### src/hw/vmi_regs.svh
// Constants of the supply monitor and interrupt logic
//------------------------------------------------------------
//------------------------------------------------------------
`ifndef VMI_REGS_SVH
`define VMI_REGS_SVH

// Timing
`define CLK_PERIOD_NS    5
`define ILIM_DEBOUNCE_NS 20000
`define SHORT_TIME_NS    1000000

// Rail positions in the monitor vectors
`define RAIL_SU          2
`define RAIL_IN          3
`define RAIL_EXT0        4
`define RAIL_COUNT       6

// Levels in millivolts and window percentages
`define SHORT_LIMIT_MV   16'h015E
`define SD_WIN_BASE_MV   16'h001E
`define SD_WIN_STEP_MV   16'h0014
`define SU_NOM_BASE_MV   16'h1324
`define SU_NOM_STEP_MV   16'h0064
`define SU_PCT_BASE      7'h02
`define SU_PCT_STEP      7'h02
`define IN_NOM_LOW_MV    16'h0CE4
`define IN_NOM_HIGH_MV   16'h1388
`define EXT_NOM_MIN_MV   16'h028A
`define EXT_NOM_MAX_MV   16'h0708
`define EXT_NOM_STEP_MV  16'h0032
`define EXT_PCT_0        7'h02
`define EXT_PCT_1        7'h03
`define EXT_PCT_2        7'h04
`define EXT_PCT_3        7'h06

`endif

### src/hw/vmi_pkg.sv
// Types and helper arithmetic of the supply monitor and interrupt logic
`include "vmi_regs.svh"
package vmi_pkg;

	typedef logic [15:0] mv_t;

	// One bit per latched flag, also used for clear strobes
	typedef struct packed {
		logic [1:0] sd_ilim;
		logic       su_ilim;
		logic [1:0] sd_short;
		logic       su_short;
		logic       t_warn;
		logic       t_sd;
		logic       ovp;
		logic [1:0] sd_good;
		logic       su_good;
		logic       reset_occ;
	} flags_t;

	// Interrupt masks, high blocks the source from the interrupt line
	typedef struct packed {
		logic [1:0] sd_ilim;
		logic       su_ilim;
		logic       t_warn;
		logic [1:0] sd_rise;
		logic [1:0] sd_fall;
		logic       su_rise;
		logic       su_fall;
		logic       reset_occ;
	} masks_t;

	// Raw comparator levels from the analog side
	typedef struct packed {
		logic [1:0] sd_ilim;
		logic       su_ilim;
		logic       su_short;
		logic       t_warn;
		logic       t_sd;
		logic       ovp;
	} faults_t;

	// Live status bits
	typedef struct packed {
		logic [1:0] sd_ilim;
		logic       su_ilim;
		logic       t_warn;
		logic       t_sd;
		logic       ovp;
		logic [1:0] sd_good;
		logic       su_good;
	} status_t;

	typedef enum logic [1:0] {
		ST_BOOT     = 2'h0,
		ST_ANNOUNCE = 2'h1,
		ST_RUN      = 2'h3
	} boot_state_t;

	// Percentage of a nominal level, truncated to whole millivolts
	function automatic mv_t percent_mv(mv_t nom, logic [6:0] pct);
		logic [22:0] prod;
		prod = 23'(nom) * 23'(pct);
		return mv_t'(prod / 23'h64);
	endfunction

	// Window percentage table shared by external and input monitors
	function automatic logic [6:0] ext_pct(logic [1:0] code);
		case (code)
			2'h0:    return `EXT_PCT_0;
			2'h1:    return `EXT_PCT_1;
			2'h2:    return `EXT_PCT_2;
			default: return `EXT_PCT_3;
		endcase
	endfunction

endpackage

### src/hw/voltage_monitor_interrupt_logic.sv
// Supply monitors, protection flags and interrupt line of the power device
`timescale 1ns/100ps
`default_nettype none
`include "vmi_regs.svh"
module voltage_monitor_interrupt_logic
	import vmi_pkg::*;
#(
	parameter int  SHORT_TIME_NS = `SHORT_TIME_NS,
	parameter mv_t VSET_BASE_MV  = 16'h0000,
	parameter mv_t VSET_STEP_MV  = 16'h000A
) (
	// Clock and reset
	input  wire logic                     clock_i,
	input  wire logic                     reset_n_i,
	// Monitor settings
	input  wire logic                     window_type_select_i,
	input  wire logic [`RAIL_COUNT-1:0]   monitor_enable_control_i,
	input  wire logic [1:0][7:0]          stepdown_voltage_setting_i,
	input  wire logic [1:0][1:0]          stepdown_window_select_i,
	input  wire logic [1:0]               stepup_voltage_setting_i,
	input  wire logic [1:0]               stepup_window_select_i,
	input  wire logic                     input_nominal_select_i,
	input  wire logic [1:0]               input_window_select_i,
	input  wire logic [1:0][4:0]          extmon_nominal_select_i,
	input  wire logic [1:0][1:0]          extmon_window_select_i,
	// Measured rail levels, same clock
	input  wire mv_t [`RAIL_COUNT-1:0]    measured_mv_i,
	// Analog fault comparators, asynchronous
	input  wire faults_t                  faults_i,
	// Converter control
	input  wire logic [1:0]               stepdown_enable_req_i,
	input  wire logic                     stepup_enable_req_i,
	output logic      [1:0]               stepdown_enable_o,
	output logic                          stepup_enable_o,
	output logic                          general_purpose_outputs_low_o,
	output mv_t                           stepup_target_mv_o,
	output logic      [1:0]               extmon_high_z_o,
	output logic      [`RAIL_COUNT-1:0]   rail_valid_o,
	// Flags, masks and status
	input  wire flags_t                   clear_i,
	input  wire masks_t                   masks_i,
	output flags_t                        flags_o,
	output status_t                       status_o,
	output logic                          stepdown_converter_group_flag_o,
	output logic                          stepup_group_flag_o,
	output logic                          interrupt_out_n_o
);

	//------------------------------------------------------------
	// Timing
	//------------------------------------------------------------
	localparam int ILIM_CYC  = (`ILIM_DEBOUNCE_NS + `CLK_PERIOD_NS - 1) / `CLK_PERIOD_NS;
	localparam int SHORT_CYC = (SHORT_TIME_NS + `CLK_PERIOD_NS - 1) / `CLK_PERIOD_NS;
	localparam int IW        = $clog2(ILIM_CYC + 1);
	localparam int SW        = $clog2(SHORT_CYC + 1);
	localparam int FW        = $bits(flags_t);

	//------------------------------------------------------------
	// Pin synchronisers
	//------------------------------------------------------------
	faults_t sync1_q, sync2_q, fault_s;

	always_ff @(posedge clock_i) begin
		if (!reset_n_i) begin
			sync1_q <= '0;
			sync2_q <= '0;
		end else begin
			sync1_q <= faults_i;
			sync2_q <= sync1_q;
		end
	end
	assign fault_s = sync2_q;

	//------------------------------------------------------------
	// Nominal levels and windows
	//------------------------------------------------------------
	mv_t [`RAIL_COUNT-1:0] nom_mv, win_mv;
	logic [`RAIL_COUNT-1:0] active, rv;
	mv_t ext_raw;

	always_comb begin
		ext_raw = '0;
		for (int i = 0; i < 2; i++) begin
			nom_mv[i] = mv_t'(VSET_BASE_MV
				+ mv_t'(stepdown_voltage_setting_i[i]) * VSET_STEP_MV);
			win_mv[i] = mv_t'(`SD_WIN_BASE_MV
				+ mv_t'(stepdown_window_select_i[i]) * `SD_WIN_STEP_MV);
		end
		nom_mv[`RAIL_SU] = mv_t'(`SU_NOM_BASE_MV
			+ mv_t'(stepup_voltage_setting_i) * `SU_NOM_STEP_MV);
		win_mv[`RAIL_SU] = percent_mv(nom_mv[`RAIL_SU], 7'(`SU_PCT_BASE
			+ 7'(stepup_window_select_i) * `SU_PCT_STEP));
		nom_mv[`RAIL_IN] = input_nominal_select_i ? `IN_NOM_HIGH_MV
			: `IN_NOM_LOW_MV;
		win_mv[`RAIL_IN] = percent_mv(nom_mv[`RAIL_IN], ext_pct(input_window_select_i));
		for (int j = 0; j < 2; j++) begin
			ext_raw = mv_t'(`EXT_NOM_MIN_MV
				+ mv_t'(extmon_nominal_select_i[j]) * `EXT_NOM_STEP_MV);
			nom_mv[`RAIL_EXT0+j] = (ext_raw > `EXT_NOM_MAX_MV) ? `EXT_NOM_MAX_MV
				: ext_raw;
			win_mv[`RAIL_EXT0+j] = percent_mv(nom_mv[`RAIL_EXT0+j],
				ext_pct(extmon_window_select_i[j]));
		end
	end

	// Converter rails only watched while the converter runs
	always_comb begin
		active = monitor_enable_control_i;
		active[0] = monitor_enable_control_i[0] && stepdown_enable_o[0];
		active[1] = monitor_enable_control_i[1] && stepdown_enable_o[1];
		active[`RAIL_SU] = monitor_enable_control_i[`RAIL_SU] && stepup_enable_o;
	end

	for (genvar r = 0; r < `RAIL_COUNT; r++) begin : g_rail
		window_check u_check (
			.clock_i       (clock_i),
			.reset_n_i     (reset_n_i),
			.active_i      (active[r]),
			.window_type_i (window_type_select_i),
			.nominal_i     (nom_mv[r]),
			.window_i      (win_mv[r]),
			.measured_i    (measured_mv_i[r]),
			.valid_o       (rv[r])
		);
	end

	// Lowest threshold code turns the pin into a divider input
	always_comb begin
		for (int j = 0; j < 2; j++) begin
			extmon_high_z_o[j] = (extmon_nominal_select_i[j] == 5'h00);
		end
	end

	//------------------------------------------------------------
	// Current limit debounce and short-circuit timing
	//------------------------------------------------------------
	logic [1:0][IW-1:0] ilim_cnt_q, ilim_cnt_d;
	logic [1:0][SW-1:0] short_cnt_q, short_cnt_d;
	logic [1:0]         sd_below, sd_trip, sd_off_q, sd_off_d, ilim_deb;
	logic               su_off_q, su_off_d, su_trip, shutdown_all;

	// Kept out of the counter process so the enables do not loop through it
	assign shutdown_all = fault_s.t_sd || fault_s.ovp;

	always_comb begin
		for (int i = 0; i < 2; i++) begin
			ilim_cnt_d[i] = ilim_cnt_q[i];
			if (!fault_s.sd_ilim[i]) begin
				ilim_cnt_d[i] = '0;
			end else if (ilim_cnt_q[i] != IW'(ILIM_CYC)) begin
				ilim_cnt_d[i] = ilim_cnt_q[i] + 1'b1;
			end
			ilim_deb[i] = (ilim_cnt_q[i] == IW'(ILIM_CYC));
			sd_below[i] = stepdown_enable_o[i] && (measured_mv_i[i] < `SHORT_LIMIT_MV);
			short_cnt_d[i] = short_cnt_q[i];
			if (!sd_below[i]) begin
				short_cnt_d[i] = '0;
			end else if (short_cnt_q[i] != SW'(SHORT_CYC)) begin
				short_cnt_d[i] = short_cnt_q[i] + 1'b1;
			end
			sd_trip[i]  = sd_below[i] && (short_cnt_q[i] == SW'(SHORT_CYC - 1));
			sd_off_d[i] = stepdown_enable_req_i[i] && (sd_off_q[i] || sd_trip[i]);
		end
		su_trip  = fault_s.su_short && stepup_enable_o;
		su_off_d = stepup_enable_req_i && (su_off_q || su_trip);
	end

	// Off latch holds until the request is withdrawn
	always_ff @(posedge clock_i) begin
		if (!reset_n_i) begin
			ilim_cnt_q  <= '0;
			short_cnt_q <= '0;
			sd_off_q    <= '0;
			su_off_q    <= 1'b0;
		end else begin
			ilim_cnt_q  <= ilim_cnt_d;
			short_cnt_q <= short_cnt_d;
			sd_off_q    <= sd_off_d;
			su_off_q    <= su_off_d;
		end
	end

	// Shutdown faults act straight from the synchroniser, no extra stage
	assign stepdown_enable_o = stepdown_enable_req_i & ~sd_off_q
		& {2{!shutdown_all}};
	assign stepup_enable_o = stepup_enable_req_i && !su_off_q && !shutdown_all;
	assign general_purpose_outputs_low_o = shutdown_all;

	//------------------------------------------------------------
	// Start-up announcement
	//------------------------------------------------------------
	boot_state_t state_q, state_d;

	always_comb begin
		case (state_q)
			ST_BOOT:     state_d = ST_ANNOUNCE;
			ST_ANNOUNCE: state_d = ST_RUN;
			ST_RUN:      state_d = ST_RUN;
			default:     state_d = ST_BOOT;
		endcase
	end

	//------------------------------------------------------------
	// Event flags
	//------------------------------------------------------------
	logic [`RAIL_COUNT-1:0] rv_prev_q;
	logic [2:0]             rise, fall;
	flags_t                 set_v, hold_v, mask_v;
	logic [FW-1:0]          flag_v, pend_v;

	always_comb begin
		for (int k = 0; k < 3; k++) begin
			rise[k] = rv[k] && !rv_prev_q[k];
			fall[k] = !rv[k] && rv_prev_q[k];
		end
		set_v.sd_ilim   = ilim_deb;
		set_v.su_ilim   = fault_s.su_ilim;
		set_v.sd_short  = sd_trip;
		set_v.su_short  = su_trip;
		set_v.t_warn    = fault_s.t_warn;
		set_v.t_sd      = fault_s.t_sd;
		set_v.ovp       = fault_s.ovp;
		set_v.sd_good   = rise[1:0] | fall[1:0];
		set_v.su_good   = rise[`RAIL_SU] || fall[`RAIL_SU];
		set_v.reset_occ = (state_q == ST_ANNOUNCE);
		hold_v          = '0;
		hold_v.sd_ilim  = ilim_deb;
		hold_v.su_ilim  = fault_s.su_ilim;
		hold_v.t_warn   = fault_s.t_warn;
		hold_v.t_sd     = fault_s.t_sd;
		hold_v.ovp      = fault_s.ovp;
		mask_v          = '0; // Short, shutdown and overvoltage are unmaskable
		mask_v.sd_ilim  = masks_i.sd_ilim;
		mask_v.su_ilim  = masks_i.su_ilim;
		mask_v.t_warn   = masks_i.t_warn;
		for (int i = 0; i < 2; i++) begin
			mask_v.sd_good[i] = rise[i] ? masks_i.sd_rise[i] : masks_i.sd_fall[i];
		end
		mask_v.su_good   = rise[`RAIL_SU] ? masks_i.su_rise : masks_i.su_fall;
		mask_v.reset_occ = masks_i.reset_occ;
	end

	for (genvar f = 0; f < FW; f++) begin : g_flag
		event_flag u_flag (
			.clock_i   (clock_i),
			.reset_n_i (reset_n_i),
			.set_i     (set_v[f]),
			.hold_i    (hold_v[f]),
			.mask_i    (mask_v[f]),
			.clear_i   (clear_i[f]),
			.flag_o    (flag_v[f]),
			.pend_o    (pend_v[f])
		);
	end

	//------------------------------------------------------------
	// Group flags, interrupt line and registered outputs
	//------------------------------------------------------------
	flags_t     fl;
	logic [1:0] group_q, group_d;
	logic       irq_n_q, irq_n_d;
	mv_t        su_target_q;

	always_comb begin
		fl      = flags_t'(flag_v);
		group_d = {|{fl.sd_ilim, fl.sd_short, fl.sd_good},
			|{fl.su_ilim, fl.su_short, fl.su_good}};
		irq_n_d = !(|pend_v);
	end

	// One cycle behind the flags; puts the group flags, interrupt line and step-up target on flops
	always_ff @(posedge clock_i) begin
		if (!reset_n_i) begin
			state_q     <= ST_BOOT;
			rv_prev_q   <= '1;
			group_q     <= '0;
			irq_n_q     <= 1'b1;
			su_target_q <= '0;
		end else begin
			state_q     <= state_d;
			rv_prev_q   <= rv;
			group_q     <= group_d;
			irq_n_q     <= irq_n_d;
			su_target_q <= nom_mv[`RAIL_SU];
		end
	end

	assign flags_o                         = fl;
	assign stepdown_converter_group_flag_o = group_q[1];
	assign stepup_group_flag_o             = group_q[0];
	assign interrupt_out_n_o               = irq_n_q;
	assign stepup_target_mv_o              = su_target_q;
	assign rail_valid_o                    = rv;
	assign status_o = '{sd_ilim: ilim_deb, su_ilim: fault_s.su_ilim,
		t_warn: fault_s.t_warn, t_sd: fault_s.t_sd, ovp: fault_s.ovp,
		sd_good: rv[1:0], su_good: rv[`RAIL_SU]};
endmodule // voltage_monitor_interrupt_logic
`default_nettype wire

### src/hw/event_flag.sv
// Sticky write-one-to-clear flag with interrupt pending bit
`timescale 1ns/100ps
`default_nettype none
module event_flag
	import vmi_pkg::*;
(
	// Clock and reset
	input  wire logic clock_i,
	input  wire logic reset_n_i,
	// Event side
	input  wire logic set_i,
	input  wire logic hold_i,
	input  wire logic mask_i,
	// Software side
	input  wire logic clear_i,
	output logic      flag_o,
	output logic      pend_o
);

	logic flag_q, flag_d;
	logic pend_q, pend_d;
	logic clr_ok;

	// Set beats clear; a live condition blocks the clear
	always_comb begin
		clr_ok = clear_i && !hold_i;
		flag_d = set_i || (flag_q && !clr_ok);
		pend_d = (set_i && !mask_i) || (pend_q && !clr_ok);
	end

	always_ff @(posedge clock_i) begin
		if (!reset_n_i) begin
			flag_q <= 1'b0;
			pend_q <= 1'b0;
		end else begin
			flag_q <= flag_d;
			pend_q <= pend_d;
		end
	end

	assign flag_o = flag_q;
	assign pend_o = pend_q;
endmodule // event_flag
`default_nettype wire

### src/hw/window_check.sv
// Window comparator for one monitored rail
`timescale 1ns/100ps
`default_nettype none
module window_check
	import vmi_pkg::*;
(
	// Clock and reset
	input  wire logic clock_i,
	input  wire logic reset_n_i,
	// Settings
	input  wire logic active_i,
	input  wire logic window_type_i,
	input  wire mv_t  nominal_i,
	input  wire mv_t  window_i,
	// Measurement and result
	input  wire mv_t  measured_i,
	output logic      valid_o
);

	logic        valid_q, valid_d;
	logic [16:0] low_lim, high_lim;

	// Limits widened by one bit so the sums cannot wrap
	always_comb begin
		low_lim  = (nominal_i > window_i) ? 17'(nominal_i - window_i) : 17'h0;
		high_lim = 17'(nominal_i) + 17'(window_i);
		valid_d  = !active_i
			|| ((17'(measured_i) >= low_lim)
			&& (!window_type_i || 17'(measured_i) <= high_lim));
	end

	// Idle monitor reads valid so it never drops power-good
	always_ff @(posedge clock_i) begin
		if (!reset_n_i) begin
			valid_q <= 1'b1;
		end else begin
			valid_q <= valid_d;
		end
	end

	assign valid_o = valid_q;
endmodule // window_check
`default_nettype wire

### config.mk
export PLATFORM = sky130hd
export DESIGN_NAME = voltage_monitor_interrupt_logic
export DESIGN_NICKNAME = d
export VERILOG_FILES = /design/src/hw/vmi_pkg.sv /design/src/hw/voltage_monitor_interrupt_logic.sv /design/src/hw/event_flag.sv /design/src/hw/window_check.sv
export VERILOG_INCLUDE_DIRS = /design/src /design/src/hw
export SDC_FILE = /design/constraint.sdc
export NUM_CORES = 1
export LEC_CHECK = 0
export ABC_AREA = 0
export BUFFER_PORTS_ARGS = -buffer_cell sky130_fd_sc_hd__buf_2
export CORE_UTILIZATION = 55
export CTS_CLUSTER_DIAMETER = 60
export DETAILED_ROUTE_END_ITERATION = 12
export GPL_TIMING_DRIVEN = 1
export PLACE_DENSITY = 0.73
export REMOVE_ABC_BUFFERS = 1
export SLEW_MARGIN = 15
export SYNTH_ARGS = -nofsm -noshare
export SYNTH_HDL_FRONTEND = slang
export SYNTH_HIERARCHICAL = 1
export SYNTH_SLANG_ARGS = --single-unit
### constraint.sdc
create_clock -name clock_i -period 23.3 [get_ports clock_i]
set_clock_uncertainty 0.2 [all_clocks]
set_input_delay 4.66 -clock clock_i [delete_from_list [all_inputs] [get_ports clock_i]]
set_output_delay 4.66 -clock clock_i [all_outputs]
set_load 0.02 [all_outputs]
==> results of run 1 <==
==> kinds of logic (layout without fill, tap and decap cells) <==
family | count (synthesis) | after routing
AOI/OAI and AO/OA | 1305 | 1305
xor gates and xnor gates | 290 | 290
adders and majority gates | 587 | 587
buffers and inverters | 483 | 597
DFF | 123 | 123
muxes | 41 | 41
other | 2 | 201
and+or+nand+nor | 1424 | 1424
==> through the flow <==
stage	utilization (%)	setup slack (ns)	instance area, sq um	cells	hold slack, ns
after CTS	59.9	3.52	34700	5332	0.234
after global routing	59.9	1.85	34700	5332	0.240
after floorplan	-	5.29	32000	4305	0.212
final	59.9	3.28	34700	5333	0.233
after global placement	58.8	3.67	34100	5300	0.213
after detailed placement	58.8	3.06	34100	5300	0.221
==> critical path: cells and delay by family <==
kind / cells / cell delay, ns
multiplexers: 1 / 0.45
adder cells (fa/ha/maj): 10 / 3.37
buffers and inverters: 5 / 0.41
AND/OR/NAND/NOR: 13 / 2.49
XOR/XNOR: 3 / 1.04
AO/OA/AOI/OAI: 26 / 7.69
==> synth_stat cells, types with 35 or more instances <==
cell type	number
a211oi_1	57
a21o_1	88
a21oi_1	305
a31oi_1	46
and2_1	70
and3_1	45
clkbuf_1	47
dfxtp_1	123
fa_1	45
ha_1	538
inv_1	333
nand2_1	361
nand2b_1	68
nand3_1	145
nand4_1	37
nor2_1	334
nor2b_1	49
nor3_1	97
o211ai_1	69
o21a_1	42
o21ai_0	167
o21ai_1	35
o21bai_1	50
xnor2_1	209
xor2_1	76
==> registers in the layout (all words and copies together), names as in the netlist <==
| name | cells |
|---|---|
| fault_s | 3 |
| g_flag.u_flag/flag_o | 13 |
| g_flag.u_flag/pend_o | 13 |
| g_rail.u_check/valid_o | 6 |
| group_q | 2 |
| ilim_cnt_q | 24 |
| interrupt_out_n_o | 1 |
| rv_prev_q | 3 |
| sd_off_q | 2 |
| short_cnt_q | 36 |
| state_q | 2 |
| status_o | 4 |
| stepup_target_mv_o | 6 |
| su_off_q | 1 |
| sync1_q | 7 |
==> layout make-up <==
class	instances	area (sq um)	area share, %
well taps	765	957	2.76
inverters	335	1260	3.63
diodes	1	2.50	0.00722
clock buffers	19	453	1.31
clock inverters	13	143	0.411
flip-flops and latches	123	2460	7.10
repair buffers	230	1160	3.36
multi-input cells	3847	28200	81.4
==> layer usage <==
layer,vias up,GRT usage (%)
met4,4,5.50
met2,729,44.1
met5,-,0
met3,94,3.03
met1,14500,36.8
li1,16000,-
==> final timing paths <==
kind,end,cells past startpoint
worst min register to register,status_o[4],1
worst min-delay path,status_o[4],1
worst max register to register,g_rail[1].u_check/valid_o,8
worst max-delay path,g_rail[4].u_check/valid_o,58
==> impl_metrics.env, run 1 <==
export IMPL_cp_required_ns=23.41
export IMPL_cts_buffers=17
export IMPL_reg2reg_from="status_o[3]"
export IMPL_routedWlPerCell_microns=15.5
export IMPL_layout_common_cells="ha_1 (538), nand2_1 (361), nor2_1 (334), inv_1 (333), a21oi_1 (305)"
export IMPL_wl_met3_microns=3730
export IMPL_yosys_area_top_type="ha_1"
export IMPL_topRoutingLayerUsed="met5"
export IMPL_synth_enable_flop_cells=0
export IMPL_hold_class="reg2reg"
export IMPL_synth_compound_gate_area_share_pct=29.5
export IMPL_firstDrtPassIters=6
export IMPL_grt_pass1_vias=28400
export IMPL_drtIter0Drc=1835
export IMPL_startpoint="extmon_nominal_select_i[0]"
export IMPL_yosysSeqAreaShare_pct=7.59
export IMPL_row_count=88
export IMPL_gp_congestion=0.949
export IMPL_synth_mux_area_fraction_pct=1.39
export IMPL_grt_use_total_pct=26.6
export IMPL_clk_pin_slew_ns=0.07
export IMPL_synthCells=4255
export IMPL_clock_latency_ns=0.46
export IMPL_period_needed_ns=20.02
export IMPL_fp_coreArea_sq_mm=0.0579
export IMPL_synthFlopType="dfxtp_1"
export IMPL_dp_hpwl_microns=67600
export IMPL_drt_vias_per_instance=5.87
export IMPL_clockRootBuffer="clkbuf_16"
export IMPL_wl_microns=82400
export IMPL_crit_arrival_ns=20.13
export IMPL_cts_tree="done"
export IMPL_synth_xor_area_share_pct=7.95
export IMPL_cts_resized_gates=0
export IMPL_relSlewSlack_pct=24.5
export IMPL_postCtsSetupRepairBufs=0
export IMPL_start_kind="input pin"
export IMPL_clock_sinks=123
export IMPL_die_y_microns=245
export IMPL_synthArstFlopShare_pct=0
export IMPL_period_share_pct=85.9
export IMPL_antenna_found_initial=2
export IMPL_drive_above_1_share_pct=11.1
export IMPL_status="complete, no violations"
export IMPL_io_pins=233
export IMPL_start_util_pct=56.0
export IMPL_synth_cell_area_sq_mm=0.0324
export IMPL_synth_top_family_by_area="compound AO/OA/AOI/OAI gates"
export IMPL_dr_wl_met2_microns=37300
export IMPL_final_common_cell="ha_1"
export IMPL_grt_pass1_wl_microns=136000
export IMPL_grt_start_max_net_pins=66
export IMPL_crit_type="in2reg"
export IMPL_maxSlewViolCount=0
export IMPL_port_buffers=226
export IMPL_worstHoldStart="sync1_q[1]"
export IMPL_fmax_ghz=0.0500
export IMPL_synth_top_area_share_pct=20.8
export IMPL_setup_viol=0
export IMPL_yosys_top_cells_area="ha_1 (21%), dfxtp_1 (7.6%), xnor2_1 (5.6%), a21oi_1 (4.7%), nand2_1 (4.2%)"
export IMPL_synthSimpleGateAreaFrac_pct=22.3
export IMPL_crit_path_end_kind="flop"
export IMPL_ant_nets=0
export IMPL_critPathMostFrequentCell="ha_1"
export IMPL_wl_met1_microns=40100
export IMPL_hold_viol_final=0
export IMPL_cts_max_level=4
export IMPL_cts_buffer_depth=2
export IMPL_nNetsFinal=5317
export IMPL_drc_errors=0
export IMPL_rsz0062_at_grt="false"
export IMPL_area_growth_pct=6.95
export IMPL_synth_seq_cells=123
export IMPL_syn_avg_cell_area_sq_um=7.62
export IMPL_slowest_stage="o21ai_0"
export IMPL_cp_slowest_stage_delay_ns=0.68
export IMPL_synthAdderAreaFrac_pct=23.7
export IMPL_tns_ns=0
export IMPL_cp_max_fo=18
export IMPL_cts_hold_buffers_added=0
export IMPL_ys_warn_count=6
export IMPL_vias=31300
export IMPL_die_area_sq_mm=0.0599
export IMPL_maxCapViolCount=0
export IMPL_rrSetupSlack_ns=20.02
export IMPL_overflow=0
export IMPL_worst_slew_pin_slew_ns=1.12
export IMPL_fillers=5633
export IMPL_yosys_cell_types_count=133
export IMPL_die_x_microns=245
Power of run 1 is not shown: default switching activity piles up to over one toggle a cycle in this logic, so the estimate is an artifact.
==> run 2, diff against run 1 <==
--- a/config.mk
+++ b/config.mk
@@ -8,11 +8,13 @@
 export LEC_CHECK = 0
 export ABC_AREA = 0
 export BUFFER_PORTS_ARGS = -buffer_cell sky130_fd_sc_hd__buf_2
-export CORE_UTILIZATION = 55
+export CELL_PAD_IN_SITES_DETAIL_PLACEMENT = 0
+export CELL_PAD_IN_SITES_GLOBAL_PLACEMENT = 2
+export CORE_UTILIZATION = 38
 export CTS_CLUSTER_DIAMETER = 60
 export DETAILED_ROUTE_END_ITERATION = 12
 export GPL_TIMING_DRIVEN = 1
-export PLACE_DENSITY = 0.73
+export PLACE_DENSITY = 0.83
 export REMOVE_ABC_BUFFERS = 1
 export SLEW_MARGIN = 15
 export SYNTH_ARGS = -nofsm -noshare
==> impl_metrics.env, run 2 (synthesis results as in run 1) <==
export IMPL_cp_slowest_stage_delay_ns=0.72
export IMPL_largest_reg_flops=36
export IMPL_gp_congestion=0.862
export IMPL_startpoint="extmon_nominal_select_i[0]"
export IMPL_ant_nets=0
export IMPL_hold_class="reg2reg"
export IMPL_grt_pass1_wl_microns=148000
export IMPL_reg2regPathDepth=8
export IMPL_period_needed_ns=20.18
export IMPL_maxSlewViolCount=0
export IMPL_drt_vias_per_instance=5.37
export IMPL_cts_tree="done"
export IMPL_slowest_stage="a21oi_2"
export IMPL_fp_coreArea_sq_mm=0.0841
export IMPL_met3_usage_pct=1.65
export IMPL_cts_hold_buffers_added=0
export IMPL_start_util_pct=38.6
export IMPL_crit_path_end_kind="flop"
export IMPL_cts_max_level=4
export IMPL_maxCapViolCount=0
export IMPL_port_buffers=226
export IMPL_grt_use_met1_pct=28.8
export IMPL_routedWlPerCell_microns=15.9
export IMPL_r2r_end="g_flag[9].u_flag/pend_o"
export IMPL_critPathMostFrequentCell="ha_1"
export IMPL_hold_depth=1
export IMPL_rrSetupSlack_ns=19.27
export IMPL_wl_microns=90600
export IMPL_period_share_pct=86.6
export IMPL_hold_viol_final=0
export IMPL_final_core_util_pct=41.8
export IMPL_cp_required_ns=23.40
export IMPL_cts_buffer_depth=2
export IMPL_hold_slack_ns=0.233
export IMPL_crit_type="in2reg"
export IMPL_busiest_layer="met2"
export IMPL_tns_ns=0
export IMPL_layout_common_cells="ha_1 (538), nand2_1 (361), nor2_1 (334), inv_1 (333), a21oi_1 (305)"
export IMPL_reg2reg_from="status_o[4]"
export IMPL_vias=30600
export IMPL_largest_register="short_cnt_q"
export IMPL_worst_slew_pin_slew_ns=1.16
export IMPL_die_area_sq_mm=0.0865
export IMPL_crit_arrival_ns=20.28
export IMPL_clk_pin_slew_ns=0.06
export IMPL_clockRootBuffer="clkbuf_16"
export IMPL_drive_above_1_share_pct=11.1
export IMPL_io_pins=233
export IMPL_start_kind="input pin"
export IMPL_die_x_microns=294
export IMPL_clock_latency_ns=0.46
export IMPL_met2_usage_pct=34.3
export IMPL_row_count=106
export IMPL_postCtsSetupRepairBufs=0
export IMPL_final_common_cell="ha_1"
export IMPL_cts_buffers=17
export IMPL_cts_resized_gates=0
export IMPL_grt_use_total_pct=20.5
export IMPL_nNetsFinal=5318
export IMPL_firstDrtPassIters=5
export IMPL_grt_start_max_net_pins=52
export IMPL_drc_errors=0
export IMPL_overflow=0
export IMPL_area_growth_pct=8.36
export IMPL_fmax_ghz=0.0496
export IMPL_status="complete, no violations"
export IMPL_setup_viol=0
export IMPL_drtIter0Drc=1459
export IMPL_rsz0062_at_grt="false"
export IMPL_relSlewSlack_pct=21.9
export IMPL_die_y_microns=294
export IMPL_cp_max_fo=18
export IMPL_reg_top3="short_cnt_q (36), ilim_cnt_q (24)"
export IMPL_fillers=8936
export IMPL_antenna_found_initial=1
export IMPL_dp_hpwl_microns=75300
export IMPL_grt_pass1_vias=28900
export IMPL_clock_sinks=123
export IMPL_worstSetupEndpoint="g_rail[4].u_check/valid_o"
==> run 2: routing by layer <==
layer  wire [microns]  share of wire (%)
met5               13              0.014
met2            41600                 46
met1            46200                 51
met4              876               0.97
met3             1940                2.1
==> run 2: worst min-delay path by stage <==
stage               startpoint          end  slack (ns)
floorplan           sync1_q[3]   fault_s[3]        0.21
finish              sync1_q[3]   fault_s[3]        0.23
global route        sync1_q[2]  status_o[5]        0.24
CTS                 state_q[1]   state_q[0]        0.24
detailed placement  sync1_q[2]  status_o[5]        0.22
global placement    sync1_q[4]  status_o[6]        0.21
==> run 2: cell type report <==
cell class	instances	area [sq um]	share of cell area [%]
flip-flops and latches	123	2460	7.01
well taps	1134	1420	4.04
diodes	2	5.00	0.0142
clock inverters	13	140	0.399
repair buffers	231	1170	3.33
inverters	335	1260	3.58
clock buffers	19	443	1.26
multi-input cells	3847	28200	80.4
==> run 2: stage by stage <==
stage          instances  instance area [sq um]  setup WS [ns]
5_1_grt             5702                  35100           1.61
3_3_place_gp        5670                  34500           2.72
6_report            5704                  35100           3.12
2_1_floorplan       4305                  32000           5.29
3_5_place_dp        5670                  34500           2.79
4_1_cts             5702                  35100           3.23
==> run 2: worst max-delay path: cells and delay by family <==
kind | cells | cell delay, ns
xor+xnor | 3 | 1.07
simple gates | 12 | 2.38
compound gates | 26 | 7.61
fa+ha+maj | 10 | 3.42
buf+inv | 6 | 0.64
mux | 1 | 0.47
Power of run 2 is left out for the same reason.
